--- src/core/hpsl_pkg.sv ---
// Package for the host port address and strobe logic.
// Assumes one clock domain; every user names items as hpsl_pkg::name.
package hpsl_pkg;
    localparam int unsigned DATA_W      = 16;
    localparam int unsigned ADDR_W      = 32;
    localparam int unsigned WORD_W      = 32;
    localparam int unsigned FIFO_DEPTH  = 8;

    localparam logic [1:0] ACC_CTRL     = 2'h0;
    localparam logic [1:0] ACC_DATA_INC = 2'h1;
    localparam logic [1:0] ACC_ADDR     = 2'h2;
    localparam logic [1:0] ACC_DATA     = 2'h3;

    // Control register fields
    localparam int unsigned CTL_HWORD_BIT = 0;
    localparam int unsigned CTL_SPLIT_BIT = 1;
    localparam int unsigned CTL_SEL_BIT   = 2;
    localparam int unsigned CTL_HWSTAT_BIT = 8;
    localparam logic [2:0]  CTL_RESET     = 3'h0;

    localparam logic [ADDR_W-1:0] ADDR_RESET = 32'h0000_0000;
    localparam logic [ADDR_W-1:0] ADDR_STEP  = 32'h0000_0004;

    // Captured host controls
    typedef struct packed {
        logic [1:0] acc;
        logic       rd;
    } hpsl_ctl_t;

    // Memory request toward the DMA path
    typedef struct packed {
        logic              wr;
        logic [ADDR_W-1:0] addr;
        logic [DATA_W-1:0] data;
    } hpsl_req_t;

    typedef enum logic [4:0] {
        ST_IDLE  = 5'h01,
        ST_DECO  = 5'h02,
        ST_RDREQ = 5'h04,
        ST_RDWT  = 5'h08,
        ST_DONE  = 5'h10
    } hpsl_state_t;
endpackage : hpsl_pkg

--- src/core/hpsl_fifo.sv ---
// Synchronous FIFO with valid/ready on both sides.
// Assumes a single clock and synchronous active-low reset.
`timescale 1ns/1ps
module hpsl_fifo #(
    parameter int unsigned WIDTH = 16,
    parameter int unsigned DEPTH = 8
) (
    input  wire logic             clk_sys,
    input  wire logic             rst_n,
    input  wire logic             in_valid,
    output logic                  in_ready,
    input  wire logic [WIDTH-1:0] in_data,
    output logic                  out_valid,
    input  wire logic             out_ready,
    output logic      [WIDTH-1:0] out_data
);
    localparam int unsigned AW = $clog2(DEPTH);
    logic [WIDTH-1:0] mem_r [DEPTH];
    logic [AW-1:0]    wp_r;
    logic [AW-1:0]    rp_r;
    logic [AW:0]      cnt_r;
    logic             push;
    logic             pop;

    assign in_ready  = (cnt_r != (AW+1)'(DEPTH));
    assign out_valid = (cnt_r != '0);
    assign push      = in_valid && in_ready;
    assign pop       = out_valid && out_ready;
    assign out_data  = mem_r[rp_r];

    always_ff @(posedge clk_sys) begin
        if (push) begin
            mem_r[wp_r] <= in_data;
        end
    end

    always_ff @(posedge clk_sys) begin
        if (!rst_n) begin
            wp_r  <= '0;
            rp_r  <= '0;
            cnt_r <= '0;
        end else begin
            if (push) begin
                wp_r <= (wp_r == AW'(DEPTH-1)) ? '0 : wp_r + 1'b1;
            end
            if (pop) begin
                rp_r <= (rp_r == AW'(DEPTH-1)) ? '0 : rp_r + 1'b1;
            end
            cnt_r <= cnt_r + (AW+1)'(push) - (AW+1)'(pop);
        end
    end
endmodule : hpsl_fifo

--- src/core/hpsl_port.sv ---
// Host port slave: strobe/select combining, control capture, address registers,
// data register and DMA request/response path.
// Assumes host pins already synchronous to clk_sys; DMA memory side is a
// valid/ready request port with a read response strobe.
//
// Operation
// RL1 - Split mode set: read and write address registers are independent to host.
// RL2 - Split mode address access hits read reg when select is 1, else write reg.
// RL3 - Address select bit is ignored in single address mode.
// RL4 - DMA reads use read address, writes use write address, regardless of select.
// RL5 - Split mode autoincrement advances only the direction's address register.
// RL6 - Address register increments only after it was used for the access.
// RL7 - Host programs control, then address, then data register.
// RL8 - Host drives access type and direction lines every step.
// RL9 - Ready deasserts while internal resources are busy.
// RL10 - Controls captured on internal strobe falling edge, then access starts.
// RL11 - Read fetches via read address into data reg; ready low marks valid.
// RL12 - Host captures read data then releases strobe.
// RL13 - Host waits ready low; write data captured on strobe rising edge.
// RL14 - Write data goes to memory at write address register.
// RL15 - Internal strobe from select and both strobes; select high ignores strobes.
// RL16 - Ready is forced low whenever select is high.
// RL17 - Host may tie select to one data strobe.
// RL18 - Using select alone as strobe with static data strobes is discouraged.
// RL19 - Single strobe host ties unused input high or low per polarity.
// RL20 - Separate read/write strobes go to each input; direction from address line.
// RL21 - Access type: 00 control, 01 data inc, 10 address, 11 data.
// RL22 - Direction high for read, low for write, sampled at strobe fall.
// RL23 - Single mode address write loads both; autoincrement advances both.
// RL24 - Internal strobe active when select low and strobes differ.
`timescale 1ns/1ps
module hpsl_port #(
    parameter int unsigned DW    = hpsl_pkg::DATA_W,
    parameter int unsigned AW    = hpsl_pkg::ADDR_W,
    parameter int unsigned DEPTH = hpsl_pkg::FIFO_DEPTH
) (
    input  wire logic          clk_sys,
    input  wire logic          rst_n,
    // Host pins
    input  wire logic          port_select_n,
    input  wire logic          data_strobe_one,
    input  wire logic          data_strobe_two,
    input  wire logic [1:0]    access_type_select,
    input  wire logic          read_write_select,
    input  wire logic [DW-1:0] host_data_bus_in,
    output logic      [DW-1:0] host_data_bus_out,
    output logic               host_data_bus_oe_n,
    output logic               host_ready,
    // DMA memory side
    output logic               mem_req_valid,
    input  wire logic          mem_req_ready,
    output logic               mem_req_wr,
    output logic      [AW-1:0] mem_req_addr,
    output logic      [DW-1:0] mem_req_data,
    input  wire logic          mem_rsp_valid,
    input  wire logic [DW-1:0] mem_rsp_data,
    // Status
    output logic               halfword_order,
    output logic               split_address_mode,
    output logic               address_reg_select,
    output logic      [AW-1:0] read_address_reg,
    output logic      [AW-1:0] write_address_reg
);
    localparam int unsigned QW = 1 + AW + DW;

    hpsl_pkg::hpsl_state_t state_r;
    hpsl_pkg::hpsl_state_t state_nxt;
    hpsl_pkg::hpsl_ctl_t   ctl_r;
    hpsl_pkg::hpsl_req_t   wreq;
    hpsl_pkg::hpsl_req_t   rreq;
    hpsl_pkg::hpsl_req_t   fifo_in;
    hpsl_pkg::hpsl_req_t   fifo_out;

    logic [2:0]    cfg_r;
    logic [AW-1:0] rd_addr_r;
    logic [AW-1:0] wr_addr_r;
    logic [DW-1:0] rdout_r;
    logic          strobe_r;
    logic          rd_busy;
    logic          internal_strobe;
    logic          strobe_fall;
    logic          strobe_rise;
    logic          split;
    logic          sel_rd;
    logic          acc_addr;
    logic          acc_data;
    logic          acc_inc;
    logic          wr_push;
    logic          rd_push;
    logic          fifo_in_valid;
    logic          fifo_in_ready;
    logic          fifo_out_valid;
    logic          dev_ready;
    logic [DW-1:0] addr_rd_view;
    logic [DW-1:0] ctl_view;

    // Active low, select gates both strobes; XOR handles either polarity
    assign internal_strobe = ~(~port_select_n & (data_strobe_one ^ data_strobe_two)); // RL15 RL24
    assign strobe_fall     = strobe_r & ~internal_strobe; // RL10
    assign strobe_rise     = ~strobe_r & internal_strobe; // RL13

    assign split    = cfg_r[hpsl_pkg::CTL_SPLIT_BIT]; // RL1
    assign sel_rd   = split & cfg_r[hpsl_pkg::CTL_SEL_BIT]; // RL2 RL3
    assign acc_addr = (ctl_r.acc == hpsl_pkg::ACC_ADDR); // RL21
    assign acc_inc  = (ctl_r.acc == hpsl_pkg::ACC_DATA_INC); // RL21
    assign acc_data = acc_inc | (ctl_r.acc == hpsl_pkg::ACC_DATA); // RL21

    // Only low address half is carried on the 16-bit bus in this block
    assign addr_rd_view = split ? (sel_rd ? rd_addr_r[DW-1:0] : wr_addr_r[DW-1:0])
                                : rd_addr_r[DW-1:0]; // RL2 RL3
    assign ctl_view     = DW'({cfg_r[hpsl_pkg::CTL_HWORD_BIT], 5'h00, cfg_r});

    // Write data goes from the host data bus toward memory at the write address
    assign wr_push = strobe_rise & ~ctl_r.rd & acc_data & (state_r == hpsl_pkg::ST_DONE); // RL13
    assign rd_push = (state_r == hpsl_pkg::ST_RDREQ);
    assign wreq    = '{wr: 1'b1, addr: wr_addr_r, data: host_data_bus_in}; // RL4 RL14
    assign rreq    = '{wr: 1'b0, addr: rd_addr_r, data: '0}; // RL4 RL11
    assign fifo_in       = rd_push ? rreq : wreq;
    assign fifo_in_valid = wr_push | rd_push;
    assign rd_busy       = (state_r == hpsl_pkg::ST_RDREQ) | (state_r == hpsl_pkg::ST_RDWT);

    // A full FIFO or an outstanding fetch holds the host off
    assign dev_ready  = (state_r == hpsl_pkg::ST_DONE) & ~rd_busy & fifo_in_ready; // RL9
    assign host_ready = port_select_n ? 1'b0 : ~dev_ready; // RL16 RL11
    assign host_data_bus_out  = rdout_r;
    assign host_data_bus_oe_n = ~(ctl_r.rd & ~internal_strobe & (state_r == hpsl_pkg::ST_DONE));

    assign mem_req_wr   = fifo_out.wr;
    assign mem_req_addr = fifo_out.addr;
    assign mem_req_data = fifo_out.data;
    assign mem_req_valid = fifo_out_valid;

    assign halfword_order     = cfg_r[hpsl_pkg::CTL_HWORD_BIT];
    assign split_address_mode = cfg_r[hpsl_pkg::CTL_SPLIT_BIT];
    assign address_reg_select = cfg_r[hpsl_pkg::CTL_SEL_BIT];
    assign read_address_reg   = rd_addr_r;
    assign write_address_reg  = wr_addr_r;

    hpsl_fifo #(
        .WIDTH (QW),
        .DEPTH (DEPTH)
    ) u_fifo (
        .clk_sys   (clk_sys),
        .rst_n     (rst_n),
        .in_valid  (fifo_in_valid),
        .in_ready  (fifo_in_ready),
        .in_data   (fifo_in),
        .out_valid (fifo_out_valid),
        .out_ready (mem_req_ready),
        .out_data  (fifo_out)
    );

    always_comb begin
        state_nxt = state_r;
        case (state_r)
            hpsl_pkg::ST_IDLE: begin
                if (strobe_fall) begin
                    state_nxt = hpsl_pkg::ST_DECO; // RL10
                end
            end
            hpsl_pkg::ST_DECO: begin
                if (acc_data && ctl_r.rd) begin
                    state_nxt = hpsl_pkg::ST_RDREQ; // RL11
                end else begin
                    state_nxt = hpsl_pkg::ST_DONE;
                end
            end
            hpsl_pkg::ST_RDREQ: begin
                if (fifo_in_ready) begin
                    state_nxt = hpsl_pkg::ST_RDWT;
                end
            end
            hpsl_pkg::ST_RDWT: begin
                if (mem_rsp_valid) begin
                    state_nxt = hpsl_pkg::ST_DONE;
                end
            end
            hpsl_pkg::ST_DONE: begin
                if (strobe_rise) begin
                    state_nxt = hpsl_pkg::ST_IDLE;
                end
            end
            default: begin
                state_nxt = hpsl_pkg::ST_IDLE;
            end
        endcase
    end

    always_ff @(posedge clk_sys) begin
        if (!rst_n) begin
            state_r  <= hpsl_pkg::ST_IDLE;
            strobe_r <= 1'b1;
            ctl_r    <= '0;
        end else begin
            state_r  <= state_nxt;
            strobe_r <= internal_strobe;
            if (strobe_fall) begin
                ctl_r <= '{acc: access_type_select, rd: read_write_select}; // RL10
            end
        end
    end

    // Control and address register writes land on the strobe rising edge
    always_ff @(posedge clk_sys) begin
        if (!rst_n) begin
            cfg_r <= hpsl_pkg::CTL_RESET;
        end else if (strobe_rise && !ctl_r.rd && ctl_r.acc == hpsl_pkg::ACC_CTRL) begin
            cfg_r <= host_data_bus_in[2:0];
        end
    end

    always_ff @(posedge clk_sys) begin
        if (!rst_n) begin
            rd_addr_r <= hpsl_pkg::ADDR_RESET;
        end else if (strobe_rise && !ctl_r.rd && acc_addr && (!split || sel_rd)) begin
            rd_addr_r <= AW'(host_data_bus_in); // RL2 RL23
        end else if (state_r == hpsl_pkg::ST_RDWT && mem_rsp_valid && acc_inc) begin
            rd_addr_r <= rd_addr_r + hpsl_pkg::ADDR_STEP; // RL5 RL6
        end else if (wr_push && acc_inc && !split) begin
            rd_addr_r <= rd_addr_r + hpsl_pkg::ADDR_STEP; // RL23
        end
    end

    always_ff @(posedge clk_sys) begin
        if (!rst_n) begin
            wr_addr_r <= hpsl_pkg::ADDR_RESET;
        end else if (strobe_rise && !ctl_r.rd && acc_addr && (!split || !sel_rd)) begin
            wr_addr_r <= AW'(host_data_bus_in); // RL2 RL23
        end else if (wr_push && acc_inc) begin
            wr_addr_r <= wr_addr_r + hpsl_pkg::ADDR_STEP; // RL5 RL6
        end else if (state_r == hpsl_pkg::ST_RDWT && mem_rsp_valid && acc_inc && !split) begin
            wr_addr_r <= wr_addr_r + hpsl_pkg::ADDR_STEP; // RL23
        end
    end

    // Read view register: picks the source named by the captured controls
    always_ff @(posedge clk_sys) begin
        if (!rst_n) begin
            rdout_r <= '0;
        end else if (state_r == hpsl_pkg::ST_DECO && ctl_r.acc == hpsl_pkg::ACC_CTRL) begin
            rdout_r <= ctl_view;
        end else if (state_r == hpsl_pkg::ST_DECO && acc_addr) begin
            rdout_r <= addr_rd_view;
        end else if (state_r == hpsl_pkg::ST_RDWT && mem_rsp_valid) begin
            rdout_r <= mem_rsp_data; // RL11
        end
    end
endmodule : hpsl_port

--- config.mk ---
export PLATFORM = sky130hd
export DESIGN_NAME = hpsl_port
export DESIGN_NICKNAME = d
export VERILOG_FILES = /design/src/core/hpsl_pkg.sv /design/src/core/hpsl_fifo.sv /design/src/core/hpsl_port.sv
export SDC_FILE = /design/constraint.sdc
export NUM_CORES = 1
export LEC_CHECK = 0
export BUFFER_PORTS_ARGS = -buffer_cell sky130_fd_sc_hd__clkbuf_2
export CORE_MARGIN = 4
export CORE_UTILIZATION = 54
export CTS_CLUSTER_SIZE = 20
export DETAILED_ROUTE_END_ITERATION = 8
export PLACE_DENSITY = 0.74
export SLEW_MARGIN = 10
export SYNTH_ARGS = -nofsm -noshare
export SYNTH_HDL_FRONTEND = slang
export SYNTH_SLANG_ARGS = --single-unit
--- constraint.sdc ---
create_clock -name clk_sys -period 6 [get_ports clk_sys]
set_input_delay 1.2 -clock clk_sys [delete_from_list [all_inputs] [get_ports clk_sys]]
set_output_delay 1.2 -clock clk_sys [all_outputs]
set_load 0.01 [all_outputs]
==> results.md <==
- The flow ran to the end, and the final reports show no timing, DRC or antenna violations.
- The number of different library cells used by synthesis comes to 54.
- The net count of the mapped netlist is 1319.
- The clock sink count is about 500.
- Data on the critical path arrives at its endpoint at ~2800 ps.
- The critical path goes through buf_4 > mux4_2 > mux2_2 > clkbuf_2.
- Row generation in the floorplan step produced 71 rows.
- The critical path is of the reg -> out type.
- Post-CTS repair changed the size of 0 cells.
- The number of H-tree levels is 2.
- The most repeated cell in the gate-level netlist after synthesis is sky130_fd_sc_hd__edfxtp_1.
- The detailed router placed 12200 vias in this run.
- The overall fraction of global-route tracks in use is 0.242.
- By count the netlist is led by sky130_fd_sc_hd__edfxtp_1, sky130_fd_sc_hd__dfxtp_1, sky130_fd_sc_hd__mux4_2.
- Between clock sinks in the finished design, the worst skew comes to between 20 and 25 ps.
- The insertion delay to the later sink of the worst-skew pair is 560 ps.
- The area growth from synthesis to layout is 15.4%.
- The final worst-path cycle share is 0.661.
- Among all stages on the critical path, the largest delay is contributed by sky130_fd_sc_hd__mux4_2.
- The number of buffers created by CTS is slightly below 50.
- The sequential cell area in the final layout is 13900 µm².
- The mean instance size in the synthesized netlist is about 16 µm².
- The actual transition at the worst max-transition pin is 1150 ps.
- The clock-pin slew reported for the worst setup and hold paths after clock tree synthesis is approximately 60 ps.
- The worst setup path is launched from a register.
- The HPWL reported at the end of detailed placement is roughly 33000 µm.
- The highest clock frequency the design can meet is 252 MHz.
- The count of pins over their slew limit is 0.
- Measured against its own limit, the worst slew margin works out to 0.227.
- The cell area that synthesis handed to floorplanning was 20500 µm².
- The first routing iteration left 1156 violations.
- Post-CTS timing repair inserted 0 buffers for setup.
- VDD sags by at most 0.000247 V.
- The number of global-route vias before repair is between 10000 and 15000.
- The count of port buffers added during placement is 176.
- Synthesis produced 1264 cells.
- The share of synthesized area in the top cell type comes to 0.575.
- The largest fanout of any net on the critical path is 27.
- The final standard cell utilization of the core is 0.630.
- After the flow finishes, the layout carries non-filler instances totaling 1990.
- The weighted congestion reported at the end of routability-driven placement is ~0.86.
- From bottom edge to top edge, the die measures between 200 and 250 µm.
- Setup repair after global routing left no endpoint under its margin.
- After the last flow step, the layout net total stands at 1493.
- The final hold violation count is 0.
- The routed design could run at a clock period as short as ~4000 ps.
- Ranked by total cell area, the synthesized netlist is headed by sky130_fd_sc_hd__edfxtp_1, sky130_fd_sc_hd__mux4_2, sky130_fd_sc_hd__dfxtp_1.
- The sum of overflow across all layers after global routing is 0.
- The count of unresolved DRC violations after routing is 0.
- The overall routed net length is 49900 µm.
- The leakage power summed over all cells is 7.95 nW.
- The multi-input combinational cells in the finished layout cover a total of 6320 µm².
- Counting flops and latches in the post-synthesis netlist gives 497.
- In the final layout, the share of cells above drive strength 1 is 0.317.
- TritonCTS built the clock tree.
- Setup violations remaining at the end of the flow were counted as 0.
- The x dimension of the die is 203 µm.
- The die covers 41100 µm².
- After detailed routing, the average wire length per cell comes to 25.1 µm.
- The buffer cell driving the clock tree root is sky130_fd_sc_hd__clkbuf_16.
- The initial core utilization is 0.546.
- Fill cells in the final layout number 2686.
- No sink is reached through more buffers than the 3 on the longest clock path.
- The total of warnings raised by yosys is 0.
- The number of buffers and inverters on the critical path is 2.
- The number of placed instances, taps included, is 1898.
- Hold repair after CTS inserted 0 buffers.
- The synthesized design contains 392 enable-type register cells.
- In this design, the stage delay of the slowest critical-path cell is 610 ps.
- The path class of the tightest hold or removal check is reg -> reg.
- For this run, the register share of the synthesized area comes to 0.678.
- The initial antenna violation count is 2.
- The total area inside the core boundary comes to 37500 µm².
- Setup total negative slack on the finished layout was measured at 0 ps.
- The number of maximum-capacitance constraint violations is 0.
- The register with the most flip-flops in the layout has around 390 of them.
- The endpoint required time on the critical path is 4800 ps.
- The detail route stage leaves a number of antenna-violating nets equal to 0.
- The first TritonRoute pass finished after 5 iterations.
- The first global-routing pass estimated 75400 µm of wire.
- The endpoint class of the critical path is an output pin.
- The power density normalized to cell area is between 300 and 400 nW/µm².
- The cell family with the largest share of critical-path delay is multiplexers.
- After detailed routing, the number of vias per cell comes to between 6 and 7.
- For this run, asynchronously set or reset flops after synthesis account for 0.
- The largest net degree at the start of global routing is 57.
- The most common flop cell mapped by yosys is sky130_fd_sc_hd__edfxtp_1.
- The number of top-level design ports is around 180.
- The cell type with the largest total area after synthesis is sky130_fd_sc_hd__edfxtp_1.
placed cells by master (no fill, tap or decap), types with 17 or more instances in the layout:
master                        n
sky130_fd_sc_hd__nor3_1      17
sky130_fd_sc_hd__buf_4       19
sky130_fd_sc_hd__nand4_1     26
sky130_fd_sc_hd__edfxtp_1   392
sky130_fd_sc_hd__nand3_1     37
sky130_fd_sc_hd__mux2_2      78
sky130_fd_sc_hd__dfxtp_1    102
sky130_fd_sc_hd__nand2_1     69
sky130_fd_sc_hd__clkbuf_16   49
sky130_fd_sc_hd__o22ai_1     28
sky130_fd_sc_hd__o21ai_0     40
sky130_fd_sc_hd__mux4_2      98
sky130_fd_sc_hd__and2_1      26
sky130_fd_sc_hd__a21oi_1     27
sky130_fd_sc_hd__nor2_1      34
sky130_fd_sc_hd__xnor2_1     26
sky130_fd_sc_hd__clkbuf_2   176
sky130_fd_sc_hd__mux2i_1     23
path summary, 6_finish.rpt:
path                        start  depth (start not counted)                   end  slack, ps
max                      register                          4       mem_req_data[1]       2040
max reg2reg            state_r[3]                          7   u_fifo.mem_r[5][46]       2450
min          host_data_bus_out[3]                          1  host_data_bus_out[3]        480
min reg2reg  host_data_bus_out[3]                          1  host_data_bus_out[3]        480
stage by stage:
step | total power [mW] | hold slack [ps] | area [µm²] | setup slack (ps)
final | 7.93 | 484 | 23600 | 2040
after global routing | 8.23 | 503 | 23600 | 1850
after CTS | 7.99 | 489 | 23600 | 1950
after detailed placement | 4.94 | 466 | 22000 | 1610
after global placement | 4.93 | 465 | 22000 | 1730
after floorplan | 4.59 | 462 | 20500 | 1120
power by group:
part / switching, mW / internal (mW)
sequential: 0.0690 / 3.71
combinational: 0.521 / 0.551
clock: 1.26 / 1.82
kinds of logic after synthesis:
logic type                 Yosys count  synth area share
xor gates and xnor gates            42            0.0180
AOI/OAI and AO/OA                  134            0.0409
and+or+nand+nor                    290            0.0754
buffers and inverters               89            0.0172
DFF                                497             0.678
adders and majority gates           13           0.00832
muxes                              199             0.162
final cells by class:
type,count,area share
well taps,511,0.0271
multi-input cells,678,0.268
flip-flops and latches,497,0.588
inverters,14,0.00223
repair buffers,198,0.0459
diodes,2,0.000212
clock inverters,33,0.0147
clock buffers,57,0.0541
routing by layer:
metal  GRT usage  vias up  wire (µm)
met3      0.0473      109       4040
met5           0        -          0
li1            -     5331          -
met4      0.0938        0       1860
met1       0.340     6170      20400
met2       0.379      585      23600
Power figures use the tool's default switching activity.
